--- src/hdl/boot_map_defs.svh ---
// Constants shared by the boot map decoder and its controller end.
// Assumes inclusion by bare name from any file that needs it.
`ifndef BOOT_MAP_DEFS_SVH
`define BOOT_MAP_DEFS_SVH
// -----------------------------------------------------------
// Configuration word fields
// -----------------------------------------------------------
`define BM_CBS_HI        7
`define BM_CBS_LO        6
`define BM_LOCK_BIT      1
`define BM_DATA_FLASH_ENABLE_BIT      0
`define BM_DFBASE_HI     19
`define BM_RSV_LO        20
`define BM_PAGE_BITS     9
`define BM_BOOT_ERASED   32'hffff_ffff
`define BM_FLASH_ERASED  32'h000f_fe00
`define BM_FLASH_MASK    32'h000f_fe00
// -----------------------------------------------------------
// Address map
// -----------------------------------------------------------
`define BM_LDR_BASE      32'h0010_0000
`define BM_LDR_BITS      12
`define BM_APP_SIZE      32'h0002_0000
`define BM_DF_APP_SIZE   32'h0002_0000
`define BM_CFG0_ADDR     32'h0030_0000
`define BM_CFG1_ADDR     32'h0030_0004
`define BM_ID_ADDR       32'h0040_0000
`define BM_ALL_ONES      32'hffff_ffff
// -----------------------------------------------------------
// Program commands
// -----------------------------------------------------------
`define BM_CMD_READ      8'h00
`define BM_CMD_READ_ID   8'h04
`define BM_CMD_PROGRAM   8'h21
`define BM_CMD_ERASE     8'h22
`define BM_CMD_REMAP     8'h2e
// -----------------------------------------------------------
// Controller register offsets and trigger bits
// -----------------------------------------------------------
`define BM_REG_BOOT      8'h00
`define BM_REG_FLASH     8'h04
`define BM_REG_CMD       8'h08
`define BM_REG_TARGET    8'h0c
`define BM_REG_DATA      8'h10
`define BM_REG_ACCESS    8'h14
`define BM_REG_TRIGGER   8'h18
`define BM_REG_STATUS    8'h1c
`define BM_REG_RESULT    8'h20
`define BM_REG_PHYS      8'h24
`define BM_TRG_GO        0
`define BM_TRG_CHIP      1
`define BM_TRG_DBG       2
`define BM_TRG_CORE      3
`endif

--- src/hdl/boot_map_pkg.sv ---
// Types shared by both ends of the boot map link.
// Assumes nothing beyond a SystemVerilog compiler.
package boot_map_pkg;
  typedef enum logic [1:0] {
    rgn_none = 2'b00,
    rgn_app  = 2'b01,
    rgn_ldr  = 2'b11,
    rgn_dfl  = 2'b10
  } region_t;
  typedef enum logic [1:0] {
    st_idle = 2'b00,
    st_busy = 2'b01,
    st_done = 2'b11
  } isp_state_t;
endpackage

--- src/hdl/boot_map_if.sv ---
// Link between the boot map decoder and the controller that feeds it.
// Assumes both ends run on the same clock.
interface boot_map_if;
  logic [31:0]          boot_word;
  logic [31:0]          flash_word;
  logic                 core_req;
  logic [31:0]          core_addr;
  logic                 core_ack;
  boot_map_pkg::region_t core_region;
  logic [31:0]          core_phys;
  logic                 dbg_req;
  logic [31:0]          dbg_addr;
  logic [31:0]          dbg_rdata;
  logic                 dbg_ack;
  logic [31:0]          raw_data;
  logic                 isp_go;
  logic [7:0]           isp_cmd;
  logic [31:0]          isp_addr;
  logic                 isp_done;
  logic                 isp_fail;
  logic [31:0]          isp_rdata;
  logic [31:0]          vec_page;
  logic                 chip_erase;
  logic                 cfg_erase;
  modport dev (
    input  boot_word, flash_word, core_req, core_addr, dbg_req, dbg_addr, raw_data,
    input  isp_go, isp_cmd, isp_addr, chip_erase,
    output core_ack, core_region, core_phys, dbg_rdata, dbg_ack,
    output isp_done, isp_fail, isp_rdata, vec_page, cfg_erase
  );
  modport host (
    output boot_word, flash_word, core_req, core_addr, dbg_req, dbg_addr, raw_data,
    output isp_go, isp_cmd, isp_addr, chip_erase,
    input  core_ack, core_region, core_phys, dbg_rdata, dbg_ack,
    input  isp_done, isp_fail, isp_rdata, vec_page, cfg_erase
  );
endinterface

--- src/hdl/boot_map_dev.sv ---
// Boot map decoder: memory map, vector mirror and readout lock.
// Assumes the far end holds the configuration words stable around reset.
//
// Local design decision: the address-and-strobe port.
`include "boot_map_defs.svh"
module boot_map_dev #(
  parameter logic [31:0] APP_SIZE = `BM_APP_SIZE
) (
  input  wire logic   ref_clk,
  input  wire logic   sys_rst,
  boot_map_if.dev     lnk,
  output logic        boot_from_loader,
  output logic        iap_active,
  output logic        lock_active,
  output logic        df_enable,
  output logic [31:0] df_base,
  output logic        cfg_fault,
  output logic        cfg_loaded
);
  // -----------------------------------------------------------
  // Configuration capture
  // -----------------------------------------------------------
  logic [31:0] boot_r;
  logic [31:0] flash_r;
  logic        loaded_r;
  logic [31:0] vec_page_r;
  logic [31:0] vec_page_nxt;
  logic        vec_we;
  // Captured once; later changes of the words wait for the next reset.
  always_ff @(posedge ref_clk or posedge sys_rst) begin
    if (sys_rst) begin
      boot_r   <= `BM_BOOT_ERASED;
      flash_r  <= 32'h0000_0000;
      loaded_r <= 1'b0;
    end else if (!loaded_r) begin
      boot_r   <= lnk.boot_word;
      flash_r  <= lnk.flash_word;
      loaded_r <= 1'b1;
    end
  end

  // -----------------------------------------------------------
  // Decoded settings
  // -----------------------------------------------------------
  wire [1:0]  boot_select      = boot_r[`BM_CBS_HI:`BM_CBS_LO];
  wire        in_application_program      = loaded_r & ~boot_select[0];
  wire        from_ldr = ~boot_select[1];
  wire        locked   = ~boot_r[`BM_LOCK_BIT];
  wire        df_on    = loaded_r & (APP_SIZE == `BM_DF_APP_SIZE) & ~boot_r[`BM_DATA_FLASH_ENABLE_BIT];
  wire [31:0] df_addr  = {12'h000, flash_r[`BM_DFBASE_HI:`BM_PAGE_BITS], 9'h000};
  wire        df_bad   = (flash_r[31:`BM_RSV_LO] != 12'h000) | (flash_r[`BM_PAGE_BITS-1:0] != 9'h000);

  // -----------------------------------------------------------
  // Core access decode
  // -----------------------------------------------------------
  wire [31:0] ca        = lnk.core_addr;
  wire        ca_vec    = ca[31:`BM_PAGE_BITS] == 23'h000000;
  wire        ca_app    = ca < APP_SIZE;
  wire        ca_ldrwin = ca[31:`BM_LDR_BITS] == `BM_LDR_BASE >> `BM_LDR_BITS;
  wire        ca_ldrlow = ca[31:`BM_LDR_BITS] == 20'h00000;
  wire        vec_ldr   = vec_page_r[31:`BM_LDR_BITS] == `BM_LDR_BASE >> `BM_LDR_BITS;
  wire [31:0] ldr_phys  = `BM_LDR_BASE | {20'h00000, ca[`BM_LDR_BITS-1:0]};
  wire [31:0] vec_phys  = vec_page_r | {23'h000000, ca[`BM_PAGE_BITS-1:0]};
  boot_map_pkg::region_t map_rgn;
  logic [31:0]           map_phys;

  always_comb begin
    map_rgn  = boot_map_pkg::rgn_none;
    map_phys = 32'h0000_0000;
    if (loaded_r) begin
      case (boot_select)
        2'b11: begin
          if (ca_app) begin
            map_rgn  = boot_map_pkg::rgn_app;
            map_phys = ca;
          end
        end
        2'b01: begin
          if (ca_ldrlow) begin
            map_rgn  = boot_map_pkg::rgn_ldr;
            map_phys = ldr_phys;
          end
        end
        2'b10, 2'b00: begin
          if (ca_vec) begin
            map_rgn  = vec_ldr ? boot_map_pkg::rgn_ldr : boot_map_pkg::rgn_app;
            map_phys = vec_phys;
          end else if (ca_app) begin
            map_rgn  = boot_map_pkg::rgn_app;
            map_phys = ca;
          end else if (ca_ldrwin) begin
            map_rgn  = boot_map_pkg::rgn_ldr;
            map_phys = ca;
          end
        end
        default: begin
          map_rgn  = boot_map_pkg::rgn_none;
          map_phys = 32'h0000_0000;
        end
      endcase
      if (map_rgn == boot_map_pkg::rgn_app && df_on && map_phys >= df_addr) begin
        map_rgn = boot_map_pkg::rgn_dfl;
      end
    end
  end

  // -----------------------------------------------------------
  // Debug read filter
  // -----------------------------------------------------------
  wire dbg_open = !locked | (lnk.dbg_addr == `BM_ID_ADDR) | (lnk.dbg_addr == `BM_CFG0_ADDR) |
                  (lnk.dbg_addr == `BM_CFG1_ADDR);
  wire [31:0] dbg_word = dbg_open ? lnk.raw_data : `BM_ALL_ONES;

  // -----------------------------------------------------------
  // Program command decode
  // -----------------------------------------------------------
  wire [31:0] ta        = lnk.isp_addr;
  wire        ta_align  = ta[`BM_PAGE_BITS-1:0] == 9'h000;
  wire        ta_page0  = ta[31:`BM_PAGE_BITS] == 23'h000000;
  wire        ta_app    = (ta < APP_SIZE) & !(boot_select == 2'b00 & ta_page0);
  wire        ta_ldr    = ta[31:`BM_LDR_BITS] == `BM_LDR_BASE >> `BM_LDR_BITS;
  wire        remap_ok  = in_application_program & ta_align & (ta_app | ta_ldr);
  wire        is_read   = (lnk.isp_cmd == `BM_CMD_READ) | (lnk.isp_cmd == `BM_CMD_READ_ID);
  wire        is_erase  = lnk.isp_cmd == `BM_CMD_ERASE;
  wire        is_prog   = lnk.isp_cmd == `BM_CMD_PROGRAM;
  wire        is_remap  = lnk.isp_cmd == `BM_CMD_REMAP;
  wire        cfg_hit   = is_erase & ta_align & (ta == `BM_CFG0_ADDR);
  wire        cmd_ok    = is_read | is_prog | (is_erase & ta_align) | (is_remap & remap_ok);
  wire        go        = lnk.isp_go & loaded_r;

  // Loader boot with IN_APPLICATION_PROGRAM starts with the loader's first page mirrored.
  assign vec_we       = (!loaded_r) | (go & is_remap & remap_ok);
  assign vec_page_nxt = !loaded_r ? ((lnk.boot_word[`BM_CBS_HI:`BM_CBS_LO] == 2'b00) ? `BM_LDR_BASE
                                     : 32'h0000_0000)
                                  : ta;

  always_ff @(posedge ref_clk or posedge sys_rst) begin
    if (sys_rst) begin
      vec_page_r <= 32'h0000_0000;
    end else if (vec_we) begin
      vec_page_r <= vec_page_nxt;
    end
  end

  // -----------------------------------------------------------
  // Registered answers
  // -----------------------------------------------------------
  always_ff @(posedge ref_clk or posedge sys_rst) begin
    if (sys_rst) begin
      lnk.core_ack    <= 1'b0;
      lnk.core_region <= boot_map_pkg::rgn_none;
      lnk.core_phys   <= 32'h0000_0000;
      lnk.dbg_ack     <= 1'b0;
      lnk.dbg_rdata   <= 32'h0000_0000;
    end else begin
      lnk.core_ack    <= lnk.core_req;
      lnk.dbg_ack     <= lnk.dbg_req;
      if (lnk.core_req) begin
        lnk.core_region <= map_rgn;
        lnk.core_phys   <= map_phys;
      end
      if (lnk.dbg_req) begin
        lnk.dbg_rdata <= dbg_word;
      end
    end
  end

  // A refused command leaves every map setting untouched and only raises fail.
  always_ff @(posedge ref_clk or posedge sys_rst) begin
    if (sys_rst) begin
      lnk.isp_done  <= 1'b0;
      lnk.isp_fail  <= 1'b0;
      lnk.isp_rdata <= 32'h0000_0000;
      lnk.cfg_erase <= 1'b0;
    end else begin
      lnk.isp_done  <= go;
      lnk.cfg_erase <= (go & cfg_hit) | lnk.chip_erase;
      if (go) begin
        lnk.isp_fail <= !cmd_ok;
        if (is_read) begin
          lnk.isp_rdata <= lnk.raw_data;
        end
      end
    end
  end

  // -----------------------------------------------------------
  // User-side status
  // -----------------------------------------------------------
  assign lnk.vec_page = vec_page_r;

  always_ff @(posedge ref_clk or posedge sys_rst) begin
    if (sys_rst) begin
      boot_from_loader <= 1'b0;
      iap_active       <= 1'b0;
      lock_active      <= 1'b0;
      df_enable        <= 1'b0;
      df_base          <= 32'h0000_0000;
      cfg_fault        <= 1'b0;
      cfg_loaded       <= 1'b0;
    end else begin
      boot_from_loader <= loaded_r & from_ldr;
      iap_active       <= in_application_program;
      lock_active      <= loaded_r & locked;
      df_enable        <= df_on;
      df_base          <= df_addr;
      cfg_fault        <= loaded_r & df_bad;
      cfg_loaded       <= loaded_r;
    end
  end
endmodule // boot_map_dev

--- src/flat_wrapper.sv ---
// flat-port wrapper written by rule: the top's interface ports become plain ports
module boot_map_dev_flat 
#(
  parameter logic [31:0] APP_SIZE = `BM_APP_SIZE
)
  (ref_clk, sys_rst, boot_from_loader, iap_active, lock_active, df_enable, df_base, cfg_fault, cfg_loaded, lnk_boot_word, lnk_flash_word, lnk_core_req, lnk_core_addr, lnk_dbg_req, lnk_dbg_addr, lnk_raw_data, lnk_isp_go, lnk_isp_cmd, lnk_isp_addr, lnk_chip_erase, lnk_core_ack, lnk_core_region, lnk_core_phys, lnk_dbg_rdata, lnk_dbg_ack, lnk_isp_done, lnk_isp_fail, lnk_isp_rdata, lnk_vec_page, lnk_cfg_erase);
  boot_map_if lnk_i ();
  input  wire logic ref_clk;
  input  wire logic sys_rst;
  output logic boot_from_loader;
  output logic iap_active;
  output logic lock_active;
  output logic df_enable;
  output logic [31:0] df_base;
  output logic cfg_fault;
  output logic cfg_loaded;
  input wire logic [$bits(lnk_i.boot_word)-1:0] lnk_boot_word;
  input wire logic [$bits(lnk_i.flash_word)-1:0] lnk_flash_word;
  input wire logic [$bits(lnk_i.core_req)-1:0] lnk_core_req;
  input wire logic [$bits(lnk_i.core_addr)-1:0] lnk_core_addr;
  input wire logic [$bits(lnk_i.dbg_req)-1:0] lnk_dbg_req;
  input wire logic [$bits(lnk_i.dbg_addr)-1:0] lnk_dbg_addr;
  input wire logic [$bits(lnk_i.raw_data)-1:0] lnk_raw_data;
  input wire logic [$bits(lnk_i.isp_go)-1:0] lnk_isp_go;
  input wire logic [$bits(lnk_i.isp_cmd)-1:0] lnk_isp_cmd;
  input wire logic [$bits(lnk_i.isp_addr)-1:0] lnk_isp_addr;
  input wire logic [$bits(lnk_i.chip_erase)-1:0] lnk_chip_erase;
  output wire logic [$bits(lnk_i.core_ack)-1:0] lnk_core_ack;
  output wire logic [$bits(lnk_i.core_region)-1:0] lnk_core_region;
  output wire logic [$bits(lnk_i.core_phys)-1:0] lnk_core_phys;
  output wire logic [$bits(lnk_i.dbg_rdata)-1:0] lnk_dbg_rdata;
  output wire logic [$bits(lnk_i.dbg_ack)-1:0] lnk_dbg_ack;
  output wire logic [$bits(lnk_i.isp_done)-1:0] lnk_isp_done;
  output wire logic [$bits(lnk_i.isp_fail)-1:0] lnk_isp_fail;
  output wire logic [$bits(lnk_i.isp_rdata)-1:0] lnk_isp_rdata;
  output wire logic [$bits(lnk_i.vec_page)-1:0] lnk_vec_page;
  output wire logic [$bits(lnk_i.cfg_erase)-1:0] lnk_cfg_erase;
  assign lnk_i.boot_word = lnk_boot_word;
  assign lnk_i.flash_word = lnk_flash_word;
  assign lnk_i.core_req = lnk_core_req;
  assign lnk_i.core_addr = lnk_core_addr;
  assign lnk_i.dbg_req = lnk_dbg_req;
  assign lnk_i.dbg_addr = lnk_dbg_addr;
  assign lnk_i.raw_data = lnk_raw_data;
  assign lnk_i.isp_go = lnk_isp_go;
  assign lnk_i.isp_cmd = lnk_isp_cmd;
  assign lnk_i.isp_addr = lnk_isp_addr;
  assign lnk_i.chip_erase = lnk_chip_erase;
  assign lnk_core_ack = lnk_i.core_ack;
  assign lnk_core_region = lnk_i.core_region;
  assign lnk_core_phys = lnk_i.core_phys;
  assign lnk_dbg_rdata = lnk_i.dbg_rdata;
  assign lnk_dbg_ack = lnk_i.dbg_ack;
  assign lnk_isp_done = lnk_i.isp_done;
  assign lnk_isp_fail = lnk_i.isp_fail;
  assign lnk_isp_rdata = lnk_i.isp_rdata;
  assign lnk_vec_page = lnk_i.vec_page;
  assign lnk_cfg_erase = lnk_i.cfg_erase;
  boot_map_dev #(.APP_SIZE(APP_SIZE)) u_core (.ref_clk(ref_clk), .sys_rst(sys_rst), .lnk(lnk_i), .boot_from_loader(boot_from_loader), .iap_active(iap_active), .lock_active(lock_active), .df_enable(df_enable), .df_base(df_base), .cfg_fault(cfg_fault), .cfg_loaded(cfg_loaded));
endmodule
--- config.mk ---
export PLATFORM = sky130hd
export DESIGN_NAME = boot_map_dev_flat
export DESIGN_NICKNAME = d
export VERILOG_FILES = /design/src/hdl/boot_map_pkg.sv /design/src/hdl/boot_map_if.sv /design/src/hdl/boot_map_dev.sv /design/src/flat_wrapper.sv
export VERILOG_INCLUDE_DIRS = /design/src /design/src/hdl
export SDC_FILE = /design/constraint.sdc
export NUM_CORES = 1
export LEC_CHECK = 0
export BUFFER_PORTS_ARGS = -buffer_cell sky130_fd_sc_hd__buf_2
export CAP_MARGIN = 20
export CORE_MARGIN = 3
export CORE_UTILIZATION = 30
export DETAILED_ROUTE_END_ITERATION = 10
export PLACE_DENSITY = 0.57
export SLEW_MARGIN = 20
export SYNTH_ARGS = -nofsm -noshare
export SYNTH_HDL_FRONTEND = slang
export SYNTH_SLANG_ARGS = --single-unit
--- constraint.sdc ---
create_clock -name ref_clk -period 14.8 [get_ports ref_clk]
set_clock_uncertainty 0.2 [all_clocks]
set_input_delay 0.74 -clock ref_clk [delete_from_list [all_inputs] [get_ports ref_clk]]
set_output_delay 0.74 -clock ref_clk [all_outputs]
set_load 0.05 [all_outputs]
==> metrics.cfg <==
[global_routing]
grt_max_degree = 114
overflow = 0
gr-usage-all-layers = 0.165
grt_pass1_wl_mm = 36.7
antenna_found_initial = 1
grt_pass1_vias = 6271

[detailed_routing]
first_pass_iters = 5
antenna_left = 0
via_count = 6194
drtIter0Drc = 323
drc = 0
wl_per_cell_um = 18.8
drt-total-wl_mm = 23.9
vias_per_cell = 4.85

[place]
dp_cells = 1242
place_hpwl_mm = 18.3
gp_congestion = 0.857
port_buffers = 329

[timing]
fin_setup_tns_ns = 0
slew_viol_final = 0
clock.fmax_ghz = 0.241
worst-slew-pin-transition_ns = 1.02
final-hold-violation-count = 0
whs_ns = 0.200
period_needed_ns = 4.15
setup_viol = 0
timing.final.crit_share = 0.280
slew_headroom = 0.317
rsz0062_at_grt = no

[synthesis]
seq_area_frac_synth = 0.599
synth_edf_count = 0
synthArstFlopShare = 1.00
ys_types = 60
ys_top_cells_by_count = 185 x dfrtp_1, 68 x mux2_2, 32 x o22a_1, 28 x a22o_1, 27 x and2_1
netlist_area_um2 = 7900
synth_area_leader_cell = dfrtp_1
avgSynthCellArea_um2 = 12.9
yosysMostFrequentCell = dfrtp_1
synth_top_area_frac = 0.586
synth_area_leaders = dfrtp_1 59%, mux2_2 9.7%, o22a_1 3.5%
synth_seq_cells = 189
ys.flop_type = dfrtp_1
ys_warn_count = 0
synthCells = 611

[floorplanning]
die_width_um = 168
num_rows = 58
core_um2 = 25500
dieArea_um2 = 28300
start_util = 0.309
io-pin-count = 379
die_h_um = 168

[clock_tree]
cts-hold-fix-buffers = 0
cts_resized = 0
cts_root_buffer = clkbuf_16
clkSinkCount = 189
postCtsSetupBuffers = 0
cts.path.max_buffers = 2
cts_buffers = 17
path_clk_slew_ns = 0.07
tritoncts = built
htreeDepth = 4
clk_latency_ns = 0.43

[critical_path]
critPathBufInv = 1
crit_arrival_ns = 4.23
worstSetupPathType = input pin to flop
critPathMaxFanout = 23
cp-start-kind = input pin
cp-end-kind = flop
path_common_cell = or4_4
slowest_delay_ns = 0.56
critical_path_required_ns = 14.88
crit_family = simple AND/OR/NAND/NOR gates
cp_slowest_cell = or4_4
cp_cell_sequence = buf_2 -> or4_4 -> or4_4 -> nor2_4 -> a21oi_1 -> nor2_1 -> ha_1 -> nand4_1 -> or3_1 -> a221oi_1 -> o21ai_0

[cells_and_area]
syn_to_final_growth_pct = 31.9
register_area_um2 = 4740
final_cells = 1276
multiInputGateArea_um2 = 2890
layout.nets = 1149
layout-drive-gt1-share = 0.475
fin_util = 0.408
n_fill_cell = 2535

[pwr]
leakagePower_nw = 5.20
finalPower_mw = 1.21
irDropWorstVdd_uv = 49.8
powerDensity_nw_per_um2 = 116

[run_status]
outcome = completed

[job]
drv_cap = 0

[worst_hold_path]
hp-class = flop to flop

==> registers in the layout, indices dropped and copies added, names as in the netlist, 2 cells and up <==
| name | count |
|---|---|
| u_core.lnk.dbg_rdata | 32 |
| u_core.boot_r | 4 |
| u_core.lnk.core_region | 2 |
| u_core.lnk.isp_rdata | 32 |
| u_core.flash_r | 32 |
| u_core.lnk.vec_page | 32 |
| u_core.df_base | 11 |
| u_core.lnk.core_phys | 32 |
==> cell type report <==
class / count / share of cell area
Antenna cell: 1 / 0.000240
Clock buffer: 18 / 0.0422
Clock inverter: 14 / 0.0150
Inverter: 17 / 0.00685
Multi-Input combinational cell: 373 / 0.278
Sequential cell: 189 / 0.455
Tap cell: 330 / 0.0396
Timing Repair Buffer: 334 / 0.164
==> worst paths after layout <==
check | from | endpoint | slack (ns) | cells past startpoint
max | lnk_core_addr[12] | u_core.lnk.core_region[0]$_DFFE_PP0P_ | 10.65 | 11
min | u_core.flash_r[10]$_DFFE_PP0N_ | u_core.df_base[10]$_DFF_PP0_ | 0.20 | 0
max reg2reg | u_core.boot_r[6]$_DFFE_PP1N_ | u_core.lnk.core_region[0]$_DFFE_PP0P_ | 10.71 | 10
min reg2reg | u_core.flash_r[10]$_DFFE_PP0N_ | u_core.df_base[10]$_DFF_PP0_ | 0.20 | 0
max in group asynchronous | sys_rst | u_core.loaded_r$_DFF_PP0_ | 12.57 | 3
min in group asynchronous | sys_rst | u_core.lnk.dbg_rdata[25]$_DFFE_PP0P_ | 0.24 | 2
==> cells by family after synthesis <==
| family | share of synthesized area |
|---|---|
| AO/OA/AOI/OAI | 0.122 |
| flip-flops | 0.599 |
| other | 0.000951 |
| AND/OR/NAND/NOR | 0.107 |
| buffers and inverters | 0.0453 |
| adder cells (fa/ha/maj) | 0.0187 |
| multiplexers | 0.107 |
==> worst reg2reg max path, cell delays in order (launching register included) <==
cell and delay [ns]:
dfstp_2 0.43, or4_1 0.54, or4_4 0.49, nor2_4 0.45
a21oi_1 0.15, nor2_1 0.23, ha_1 0.17, nand4_1 0.15
or3_1 0.43, a221oi_1 0.53, o21ai_0 0.18
==> placed cells by master (no fill, tap or decap), drive strengths merged, types with 18 or more instances in the layout <==
cell type,count
a22o,28
and2,27
conb,22
dfrtp,185
buf,334
clkbuf,18
o22a,32
inv,21
nor4,23
mux2,68
==> through the flow <==
| step | setup WS, ns | instance area, µm² |
|---|---|---|
| final | 10.65 | 10400 |
| after CTS | 10.76 | 10400 |
| after floorplan | 8.72 | 7970 |
| after detailed placement | 10.31 | 9790 |
| after global placement | 10.31 | 9790 |
| after global routing | 10.44 | 10400 |
==> per-layer routing <==
layer | up-vias | routed length [µm] | track usage | part of all wire
met5 | - | 0 | 0 | 0
met4 | 0 | 240 | 0.0391 | 0.010
met3 | 11 | 1460 | 0.0355 | 0.061
met2 | 228 | 11900 | 0.279 | 0.50
met1 | 3096 | 10300 | 0.218 | 0.43
li1 | 2859 | - | - | -
==> where the power goes <==
group | internal (mW) | switching, mW
logic | 0.0567 | 0.133
registers | 0.545 | 0.0161
clock network | 0.244 | 0.217
total | 0.846 | 0.366
No activity file was read; power rests on OpenSTA's default activity.
